File: config.mk
export PLATFORM = sky130hd
export DESIGN_NAME = aux_io_ctrl
export DESIGN_NICKNAME = d
export VERILOG_FILES = /design/src/hdl/aux_io_pkg.sv /design/src/hdl/aux_io_ctrl.sv /design/src/hdl/io_line_mux.sv
export VERILOG_INCLUDE_DIRS = /design/src /design/src/hdl
export SDC_FILE = /design/constraint.sdc
export NUM_CORES = 1
export LEC_CHECK = 0
export ABC_AREA = 1
export BUFFER_PORTS_ARGS = -buffer_cell sky130_fd_sc_hd__buf_2
export CAP_MARGIN = 10
export CORE_ASPECT_RATIO = 1.4
export CORE_UTILIZATION = 52
export CTS_BUF_LIST = sky130_fd_sc_hd__clkbuf_8
export DETAILED_ROUTE_END_ITERATION = 8
export PLACE_DENSITY = 0.92
export REMOVE_ABC_BUFFERS = 1
export SETUP_SLACK_MARGIN = 0.02
export SLEW_MARGIN = 25
export SYNTH_ARGS = -nofsm -noshare
export SYNTH_HDL_FRONTEND = slang
export SYNTH_HIERARCHICAL = 1
export SYNTH_SLANG_ARGS = --single-unit
File: constraint.sdc
create_clock -name i_clk -period 2 [get_ports i_clk]
set_input_delay 0.4 -clock i_clk [delete_from_list [all_inputs] [get_ports i_clk]]
set_output_delay 0.4 -clock i_clk [all_outputs]
set_load 0.05 [all_outputs]
File: src/hdl/aux_io_cfg.svh
`ifndef AUX_IO_CFG_SVH
`define AUX_IO_CFG_SVH

// byte addresses of the register pairs (low byte even)
`define AUX_LEVEL_LO_ADDR   8'h30
`define AUX_LEVEL_HI_ADDR   8'h31
`define IO_SETUP_LO_ADDR    8'h32
`define IO_SETUP_HI_ADDR    8'h33
`define ADC_RESULT_LO_ADDR  8'h0a
`define ADC_RESULT_HI_ADDR  8'h0b

// reset values
`define AUX_LEVEL_RESET     16'h0000
`define IO_SETUP_RESET      16'h0000

// field layout
`define AUX_CODE_MSB        11
`define IO_DIR_LSB          0
`define IO_LEVEL_LSB        8
`define IO_LINE_COUNT       2
`define LATCH_CMD_BIT       2

// writable bit masks per byte
`define AUX_LEVEL_HI_MASK   8'h0f
`define IO_SETUP_LO_MASK    8'h03
`define IO_SETUP_HI_MASK    8'h03

`endif

File: src/hdl/aux_io_pkg.sv
package aux_io_pkg;

    typedef logic [11:0] code12_t;

    // one byte-wide register access from the serial interface logic
    typedef struct packed {
        logic       wr;
        logic [7:0] addr;
        logic [7:0] wdata;
    } reg_req_t;

    // per-line requests from the alarm and data-ready functions
    typedef struct packed {
        logic claim;
        logic level;
    } line_claim_t;

endpackage

File: src/hdl/aux_io_ctrl.sv
// What this block does
// adc result read as unsigned 12-bit binary
// host writes both bytes before latching
// command bit 2 latches code into converter
// byte writes never change converter input
// code 0 to 0xfff spans range linearly
// level code in bits 11:0, rest unused
// level register read-write, clears on reset
// data-ready beats alarm beats setup register
// bits 1:0 set line direction
// bits 9:8 set driven line level
// setup register clears to inputs on reset
// inputs undriven, unused bits read zero
`timescale 1ns/1ns
`include "aux_io_cfg.svh"

module aux_io_ctrl
    import aux_io_pkg::*;
(
    // clock and reset
    input  wire logic        i_clk,
    input  wire logic        i_rstn,
    input  wire logic        i_ce,
    // register access from the serial interface
    input  wire reg_req_t    i_req,
    input  wire logic        i_latch_cmd,
    output logic [7:0]       o_rdata,
    // auxiliary converters
    input  wire code12_t     i_adc_code,
    output code12_t          o_dac_code,
    // competing line functions
    input  wire line_claim_t i_alarm_line [`IO_LINE_COUNT],
    input  wire line_claim_t i_misc_line  [`IO_LINE_COUNT],
    // io lines
    input  wire logic [1:0]  i_line_in,
    output logic [1:0]       o_line_out,
    output logic [1:0]       o_line_oe,
    output logic [1:0]       o_line_in_val
);

    logic [15:0] level_ff;
    logic [15:0] nxt_level;
    logic [15:0] setup_ff;
    logic [15:0] nxt_setup;
    code12_t     dac_ff;
    code12_t     nxt_dac;
    logic [7:0]  rdata_ff;
    logic [7:0]  nxt_rdata;
    logic [1:0]  out_ff;
    logic [1:0]  oe_ff;
    logic [1:0]  inval_ff;
    logic [1:0]  mux_out;
    logic [1:0]  mux_oe;

    // register writes; each byte lands on its own, the converter is untouched
    always_comb begin
        nxt_level = level_ff;
        nxt_setup = setup_ff;
        if (i_req.wr) begin
            unique case (i_req.addr)
                `AUX_LEVEL_LO_ADDR:
                    nxt_level[7:0]  = i_req.wdata;
                `AUX_LEVEL_HI_ADDR:
                    nxt_level[15:8] = i_req.wdata & `AUX_LEVEL_HI_MASK;    // see R6
                `IO_SETUP_LO_ADDR:
                    nxt_setup[7:0]  = i_req.wdata & `IO_SETUP_LO_MASK;     // see R9
                `IO_SETUP_HI_ADDR:
                    nxt_setup[15:8] = i_req.wdata & `IO_SETUP_HI_MASK;     // see R10
                default: ;
            endcase
        end
    end

    // converter input only moves on the latch command, both bytes at once
    always_comb begin
        nxt_dac = dac_ff;
        if (i_latch_cmd) begin
            // latch takes the level register after any same-cycle byte write
            nxt_dac = nxt_level[`AUX_CODE_MSB:0];                          // see R3
        end
    end

    // read mux; unmapped addresses and unused bits read zero
    always_comb begin
        nxt_rdata = 8'h00;
        unique case (i_req.addr)
            `AUX_LEVEL_LO_ADDR:  nxt_rdata = level_ff[7:0];
            `AUX_LEVEL_HI_ADDR:  nxt_rdata = level_ff[15:8];
            `IO_SETUP_LO_ADDR:   nxt_rdata = setup_ff[7:0];
            `IO_SETUP_HI_ADDR:   nxt_rdata = setup_ff[15:8];
            `ADC_RESULT_LO_ADDR: nxt_rdata = i_adc_code[7:0];
            `ADC_RESULT_HI_ADDR: nxt_rdata = {4'h0, i_adc_code[11:8]};
            default:             nxt_rdata = 8'h00;
        endcase
    end

    always_ff @(posedge i_clk or negedge i_rstn) begin
        if (!i_rstn) begin
            level_ff <= `AUX_LEVEL_RESET;
            setup_ff <= `IO_SETUP_RESET;
            dac_ff   <= 12'h000;
            rdata_ff <= 8'h00;
        end else if (i_ce) begin
            level_ff <= nxt_level;
            setup_ff <= nxt_setup;
            dac_ff   <= nxt_dac;
            rdata_ff <= nxt_rdata;
        end
    end

    // one priority resolver per line
    genvar g;
    generate
        for (g = 0; g < `IO_LINE_COUNT; g++) begin : g_line
            io_line_mux u_mux (
                .i_dir   (setup_ff[`IO_DIR_LSB + g]),
                .i_level (setup_ff[`IO_LEVEL_LSB + g]),
                .i_alarm (i_alarm_line[g]),
                .i_misc  (i_misc_line[g]),
                .o_oe    (mux_oe[g]),
                .o_out   (mux_out[g])
            );
        end
    endgenerate

    // pins are registered so every output comes from a flip-flop
    always_ff @(posedge i_clk or negedge i_rstn) begin
        if (!i_rstn) begin
            out_ff   <= 2'h0;
            oe_ff    <= 2'h0;
            inval_ff <= 2'h0;
        end else if (i_ce) begin
            out_ff   <= mux_out;
            oe_ff    <= mux_oe;
            inval_ff <= i_line_in;
        end
    end

    assign o_rdata       = rdata_ff;
    assign o_dac_code    = dac_ff;
    assign o_line_out    = out_ff;
    assign o_line_oe     = oe_ff;
    assign o_line_in_val = inval_ff;

endmodule

File: src/hdl/io_line_mux.sv
`timescale 1ns/1ns
`include "aux_io_cfg.svh"

module io_line_mux
    import aux_io_pkg::*;
(
    // setup register bits for this line
    input  wire logic        i_dir,
    input  wire logic        i_level,
    // competing functions
    input  wire line_claim_t i_alarm,
    input  wire line_claim_t i_misc,
    // resolved drive
    output logic             o_oe,
    output logic             o_out
);

    always_comb begin
        if (i_misc.claim) begin
            o_oe  = 1'b1;
            o_out = i_misc.level;
        end else if (i_alarm.claim) begin
            o_oe  = 1'b1;
            o_out = i_alarm.level;
        end else begin
            o_oe  = i_dir;                      // see R9
            o_out = i_dir & i_level;
        end
    end

endmodule
==> flow_summary.ini, run 1 <==
[status]
status = finished with violations
violations = design-rule violations

[synth]
synth_top_cell_by_area = dfrtp_1
postSynthAreaPerCell_um2 = 7.28
syn-cell-area_um2 = 2250
synth_top_area_share_pct = 46.7
ys_types = 24
ys_warn_count = 6
synth_area_leaders = dfrtp_1 (47%), nand2_1 (19%), nand3_1 (12%), inv_1 (5.5%), o21ai_1 (3.1%)
ys_seq_elements = 42
synth-seq-area-share_pct = 46.7
netlist_instances = 309

[critical_path]
endpoint_kind = output port
critPathArrivalTime_ns = 0.93
max_stage_delay_ns = 0.37
crit_family = flip-flops
path_class = reg2out
critPathMaxFanout = 2
crit_path_start_kind = register
crit_chain = buf_2
required_ns = 1.60
cp.buffers_inverters = 1
crit_path_top_delay_cell = dfrtp_1

[timing]
finalCriticalPeriod_ns = 1.33
worst_hold_slack_ns = 0.0557
fin_crit_sh_pct = 66.7
max_freq_mhz = 750
hold_viol = 0
rsz0062_at_grt = false
maxSlewViolCount = 0
worst_pin_slew_ns = 0.441
setup_tns_ns = 0
setup_viol = 0
relSlewSlack_pct = 70.6
skew_ns = 0.00512

[floorplanning]
coreArea_um2 = 4050
die_w_um = 57.6
die_y_um = 79.8
start_util_pct = 55.5
rows = 27
dieArea_um2 = 4600
num_io_pins = 69

[clock_network]
cts-root-buf = clkbuf_8
cts.htree.levels = 2
cts_resized = 0
cts_tree = yes
worstSkewPairLatency_ns = 0.30
cts.sinks = 42
cts_hold_buf = 0
path_clk_slew_ns = 0.08
cts_buffer_depth = 2
cts-buffers-inserted = 5
cts_post_setup_buffers_inserted = 0

[finish]
fin_util_pct = 67.2
layout.nets = 421
drive_gt1_share_pct = 26.4
areaGrowthSynthToFinish_pct = 21.0
antenna_cells = 0
final_cell_count_no_fill = 422

[power_and_ir_drop]
leakagePower_nw = 1.61
powerDensity_nw_per_um2 = 780
power.share.switching_pct = 35.4
intPower_mw = 1.37
clkPwrFrac_pct = 26.4
comb_power_share_pct = 26.8
p_switching_mw = 0.752
ir_drop_mv = 0.735
p_seq_share_pct = 46.9

[grt]
grt_pass1_wl_um = 8780
antenna_found_initial = 0
grt_remaining_overflow = 0
grt_max_degree = 43
grt_pass1_vias = 2089
grtUsageTotal_pct = 25.5

[job]
drv_cap = 0

[drt]
dr_total_vias = 2204
wire_per_inst_um = 12.5
viasPerCell = 5.22
drc_errors = 8
ant_nets = 0
routed_wirelength_um = 5250
drt-initial-drc-count = 108
first_pass_iters = 7

[hold_path]
hp-class = in2async

[placed_design]
dp_cells = 414
io_buffers = 68
dp_hpwl_um = 3930
place_congestion = 0.860
-- area by class of cell --
type,count,area (um^2)
Clock buffer,6,82.6
Timing Repair Buffer,72,383
Tap cell,43,53.8
Fill cell,347,1330
Multi-Input combinational cell,218,996
Clock inverter,2,8.76
Sequential cell,42,1050
Inverter,39,148
-- synth_stat cells --
library cell and number:
a21oi_1 1, a21oi_2 1, and2_4 1, buf_1 2
buf_2 2, buf_4 2, buf_6 1, clkbuf_1 3
clkinv_1 1, clkinv_2 1, dfrtp_1 42, inv_1 33
inv_2 4, nand2_1 116, nand2_2 7, nand2_4 1
nand3_1 53, nand3_4 1, nor2_1 12, nor2_2 2
nor2_4 2, nor2_8 1, o21ai_0 6, o21ai_1 14
-- through the flow --
stage / instance area (um^2) / worst slack, ns / total power, mW
5_1_grt: 2720 / 0.611 / 2.24
2_1_floorplan: 2190 / 0.751 / 1.39
3_5_place_dp: 2630 / 0.464 / 1.58
6_report: 2720 / 0.666 / 2.12
3_3_place_gp: 2630 / 0.506 / 1.56
4_1_cts: 2720 / 0.669 / 2.13
-- state kept, by name, indices dropped and copies added, names as in the netlist --
register / cells
setup_ff: 4
o_rdata: 8
o_line_in_val: 2
o_line_oe: 2
level_ff: 12
o_dac_code: 12
o_line_out: 2
-- per-layer routing --
| layer | wire length (um) | GRT usage, % |
|---|---|---|
| met5 | 0 | 0 |
| met4 | 170 | 16.3 |
| met3 | 243 | 4.21 |
| met2 | 2620 | 44.3 |
| met1 | 2220 | 28.2 |
-- path summary, 6_finish.rpt --
path	depth (start not counted)	from	slack, ns	to
max	1	o_rdata[0]	0.67	o_rdata[0]
min	2	i_rstn	0.06	o_line_in_val[0]
max reg2reg	4	level_ff[11]	1.10	o_rdata[3]
min reg2reg	2	o_line_in_val[1]	0.47	o_line_in_val[1]
max in group asynchronous	2	i_rstn	1.73	o_rdata[1]
min in group i_clk	3	i_line_in[1]	0.31	o_line_in_val[1]
-- cell families (layout without fill, tap and decap cells) --
kind of cell / after synthesis / count (layout) / share of synthesized area (%)
flip-flops: 42 / 42 / 46.7
AO/OA/AOI/OAI: 22 / 22 / 5.06
AND/OR/NAND/NOR: 196 / 196 / 39.2
buffers and inverters: 49 / 119 / 9.01
-- placed cells by master, fill, tap and decap left out, drive strengths merged --
cell type / netlist / routed
dfrtp: 42 / 42
buf: 7 / 72
clkinv: 2 / 3
inv: 37 / 38
nand3: 54 / 54
nor2: 17 / 17
o21ai: 20 / 20
nand2: 124 / 124
clkbuf: 3 / 6
and2: 1 / 1
a21oi: 2 / 2
-- power by group through the flow --
stage	Clock [mW]	Combinational, mW	Sequential [mW]
final	0.560	0.568	0.995
after global routing	0.616	0.620	1.01
after floorplan	0	0.182	1.20
after detailed placement	0	0.569	1.01
after CTS	0.567	0.571	0.995
after global placement	0	0.552	1.01
No activity file was read; power rests on OpenSTA's default activity.
==> inputs of run 2 (changes only) <==
- clock period: 2 -> 1.3 ns (I/O delays scaled with it)
==> run 2 against run 1 <==
Compared with the run above: the flow still finishes with violations (design-rule violations); clock-buffer cell count shrank 1; combinational power grew 56%; utilization grew 1.8 points; clock power grew 82%; clock skew grew 0.0055 ns; via count grew 0.95%; sequential power grew 55%; global-route usage shrank 1.4 points; wire length grew 2.1%; critical path type unchanged.
==> flow_summary.ini, run 2 (synthesis gave the netlist of run 1 again) <==
[critical_path]
startpoint = o_dac_code[0]
r2r_end = o_rdata[3]
path_class = reg2out
critPathArrivalTime_ns = 0.95
crit_path_start_kind = register
max_stage_delay_ns = 0.38
reg2reg_setup_slack_ns = 0.37
crit_family = flip-flops
crit_path_top_delay_cell = dfrtp_1
cp.buffers_inverters = 1
r2r-start = level_ff[11]
path_depth = 1
endpoint_kind = output port
crit_chain = buf_2
critPathMaxFanout = 2
required_ns = 1.04
ff2ff_path_depth = 4
crit_end = o_dac_code[0]

[placed_design]
dp_cells = 418
dp_hpwl_um = 3940
place_congestion = 0.847
io_buffers = 68
post-place-ws_ns = -0.00145

[drt]
routed_wirelength_um = 5360
wire_per_inst_um = 12.6
ant_nets = 0
drc_errors = 9
first_pass_iters = 7
viasPerCell = 5.21
drt-initial-drc-count = 172
dr_total_vias = 2225

[floorplanning]
rows = 27
dieArea_um2 = 4600
num_io_pins = 69
die_w_um = 57.6
start_util_pct = 55.5
die_y_um = 79.8
coreArea_um2 = 4050

[timing]
finalCriticalPeriod_ns = 1.21
rsz0062_at_grt = false
maxSlewViolCount = 0
hold_viol = 0
relSlewSlack_pct = 69.0
max_freq_mhz = 828
setup_viol = 0
setup_tns_ns = 0
worst_pin_slew_ns = 0.465
fin_crit_sh_pct = 92.9
skew_ns = 0.0106
fin_ws_ns = 0.0927

[clock_network]
worstSkewPairLatency_ns = 0.30
cts.htree.levels = 2
cts_resized = 0
cts-root-buf = clkbuf_8
cts_tree = yes
cts_hold_buf = 1
cts_buffer_depth = 2
path_clk_slew_ns = 0.08
cts.sinks = 42
cts-buffers-inserted = 5
cts_post_setup_buffers_inserted = 0

[hold_path]
hp-class = in2reg

[power_and_ir_drop]
leakagePower_nw = 1.64
powerDensity_nw_per_um2 = 1230
ir_drop_mv = 0.856

[status]
violations = design-rule violations
status = finished with violations

[finish]
drive_gt1_share_pct = 27.1
final_common_cell = nand2_1
layout.nets = 426
final_cell_mix = nand2_1 (116), buf_2 (68), nand3_1 (53)
final_cell_count_no_fill = 427
areaGrowthSynthToFinish_pct = 24.2
antenna_cells = 0
fill_cells = 336

[grt]
antenna_found_initial = 0
grtUsageTotal_pct = 24.1
grt_remaining_overflow = 0
use_met3_pct = 2.92
grt_pass1_vias = 1957
use_met1_pct = 30.1
grt_pass1_wl_um = 8590
grt_util_met2_pct = 42.0
grt_busiest_layer = met2
grt_max_degree = 25

[job]
drv_cap = 0
[run 2: changes by cell type in the layout (fill, tap and decap cells not counted)]
cell           previous run  this run
buf_12                    1         2
clkinvlp_4                0         1
clkinv_2                  2         1
bufinv_16                 0         1
buf_4                     3         6
dlygate4sd3_1             0         1
clkbuf_8                  6         5
[run 2: tightest hold or removal path: cells and delay by family]
family        cells  cell delay [ns]
buf+inv           1             0.08
simple gates      2             0.09
[run 2: area by class of cell]
type / count / area [um^2] / share of cell area, %
Clock buffer: 5 / 68.8 / 2.46
Clock inverter: 3 / 41.3 / 1.48
Inverter: 39 / 148 / 5.28
Multi-Input combinational cell: 218 / 996 / 35.6
Sequential cell: 42 / 1050 / 37.6
Tap cell: 43 / 53.8 / 1.93
Timing Repair Buffer: 77 / 435 / 15.6
[run 2: worst min-delay path by stage]
stage / start / end / slack (ns) / depth (start not counted)
2_1_floorplan: i_rstn / level_ff[0] / -0.04 / 0
3_3_place_gp: i_rstn / o_line_in_val[1] / 0.23 / 1
3_5_place_dp: i_rstn / o_line_in_val[1] / 0.23 / 1
4_1_cts: i_line_in[1] / o_line_in_val[1] / 0.16 / 3
5_1_grt: i_line_in[0] / o_line_in_val[0] / 0.18 / 3
6_report: i_line_in[1] / o_line_in_val[1] / 0.16 / 3
[run 2: metrics by stage]
stage / total power [mW] / area [um^2] / hold WS (ns) / utilization (%)
2_1_floorplan: 2.13 / 2190 / -0.0356 / -
3_3_place_gp: 2.41 / 2670 / 0.229 / 66.0
3_5_place_dp: 2.43 / 2670 / 0.235 / 66.0
4_1_cts: 3.46 / 2790 / 0.156 / 68.9
5_1_grt: 3.60 / 2790 / 0.182 / 68.9
6_report: 3.44 / 2790 / 0.158 / 68.9
[run 2: power breakdown]
part	total (mW)	internal, mW	switching, mW
logic	0.887	0.246	0.641
clock network	1.02	0.565	0.451
registers	1.54	1.45	0.0837
total	3.44	2.27	1.18
[run 2: routing by layer]
metal | up-vias | part of all wire (%)
met1 | 1016 | 42
met4 | 0 | 1.4
met5 | - | 0
met3 | 6 | 5.9
li1 | 1109 | -
met2 | 94 | 51
==> inputs of run 3 (changes only) <==
- CORE_UTILIZATION: 52 -> 51
- CTS_BUF_LIST: sky130_fd_sc_hd__clkbuf_8 -> sky130_fd_sc_hd__clkbuf_8 sky130_fd_sc_hd__clkbuf_16
- PLACE_DENSITY: 0.92 -> 0.9
==> run 3 against run 2 <==
Compared with the run above: the flow now finishes without violations; die area grew 1.9%; first-iteration DRC count shrank 25%; non-clock buffer count grew 2; highest routed layer unchanged.
==> flow_summary.ini, run 3 (synthesis gave the netlist of run 1 again) <==
[timing]
setup_viol = 0
rsz0062_at_grt = false
maxSlewViolCount = 0
fin_ws_ns = 0.0866
relSlewSlack_pct = 76.3
worst_pin_slew_ns = 0.355
finalCriticalPeriod_ns = 1.21
skew_ns = 0.00142
hold_viol = 0
fin_crit_sh_pct = 93.3
worst_hold_slack_ns = 0.160
max_freq_mhz = 824

[critical_path]
critPathArrivalTime_ns = 0.95
crit_path_top_delay_cell = dfrtp_1
max_stage_delay_ns = 0.38
path_depth = 1
cp.buffers_inverters = 1
crit_family = flip-flops
ff2ff_path_depth = 4
endpoint_kind = output port
crit_chain = buf_2
critPathMaxFanout = 2
crit_path_start_kind = register
required_ns = 1.04
path_class = reg2out

[clock_network]
path_clk_slew_ns = 0.08
cts_post_setup_buffers_inserted = 0
cts_hold_buf = 1
cts-buffers-inserted = 5
worstSkewPairLatency_ns = 0.30
cts-root-buf = clkbuf_8
cts.htree.levels = 2
cts_resized = 0
cts_tree = yes
cts_buffer_depth = 2
cts.sinks = 42

[floorplanning]
die_y_um = 80.6
coreArea_um2 = 4240
start_util_pct = 53.1
dieArea_um2 = 4680
die_w_um = 58.1
num_io_pins = 69
rows = 28

[drt]
ant_nets = 0
wire_per_inst_um = 12.2
dr_total_vias = 2276
routed_wirelength_um = 5440
drc_errors = 0
first_pass_iters = 4
drt-initial-drc-count = 129
viasPerCell = 5.10

[power_and_ir_drop]
leakagePower_nw = 1.65
ir_drop_mv = 0.720
powerDensity_nw_per_um2 = 1170
total_power_mw = 3.29

[grt]
grt_remaining_overflow = 0
grt_pass1_vias = 2087
antenna_found_initial = 0
grt_max_degree = 43
grt_pass1_wl_um = 8710
grtUsageTotal_pct = 24.8

[finish]
multi_input_area_um2 = 996
fill_cells = 362
areaGrowthSynthToFinish_pct = 25.0
final_cell_mix = nand2_1 (116), buf_2 (68), nand3_1 (53)
drive_gt1_share_pct = 27.5
antenna_cells = 0
layout.nets = 428
ff_latch_area_um2 = 1050
final_common_cell = nand2_1

[hold_path]
hp-class = in2reg
hold_depth = 3

[placed_design]
dp_hpwl_um = 4040
post-place-ws_ns = -0.0295
place_congestion = 0.872
io_buffers = 68

[job]
drv_cap = 0

[status]
status = completed
-- run 3: cell type report --
type / instances / area share [%]
Timing Repair Buffer: 79 / 16.0
Inverter: 39 / 5.25
Sequential cell: 42 / 37.4
Tap cell: 60 / 2.67
Clock buffer: 6 / 2.94
Multi-Input combinational cell: 218 / 35.4
Clock inverter: 2 / 0.312
-- run 3: path summary, 6_finish.rpt --
| check | end | slack [ns] | from |
|---|---|---|---|
| max | o_dac_code[7] | 0.09 | o_dac_code[7] |
| min | o_line_in_val[0] | 0.16 | i_line_in[0] |
| max reg2reg | o_rdata[1] | 0.40 | level_ff[9] |
| min reg2reg | o_line_in_val[0] | 0.47 | o_line_in_val[0] |
| max in group asynchronous | o_dac_code[8] | 0.65 | i_rstn |
| min in group asynchronous | o_line_in_val[0] | 0.45 | i_rstn |
-- run 3: through the flow --
step	utilization, %	cells	area (um^2)	setup TNS, ns
after floorplan	-	299	2190	0
after global placement	63.9	437	2710	0
after detailed placement	63.9	437	2710	-0.121
after CTS	66.3	446	2810	0
after global routing	66.3	446	2810	0
final	66.3	446	2810	0
-- run 3: routing by layer --
layer  vias to the layer above  GRT usage [%]  wire length (um)
li1                       1114              -                 -
met1                      1058           27.3              2210
met2                        87           44.0              2800
met3                        17           4.83               256
met4                         0           13.1               172
met5                         -              0                 0
-- run 3: where the power goes --
part / leakage (nW) / internal, mW / switching, mW
Combinational: 1.05 / 0.248 / 0.636
Clock: 0.0524 / 0.421 / 0.455
Sequential: 0.547 / 1.45 / 0.0809
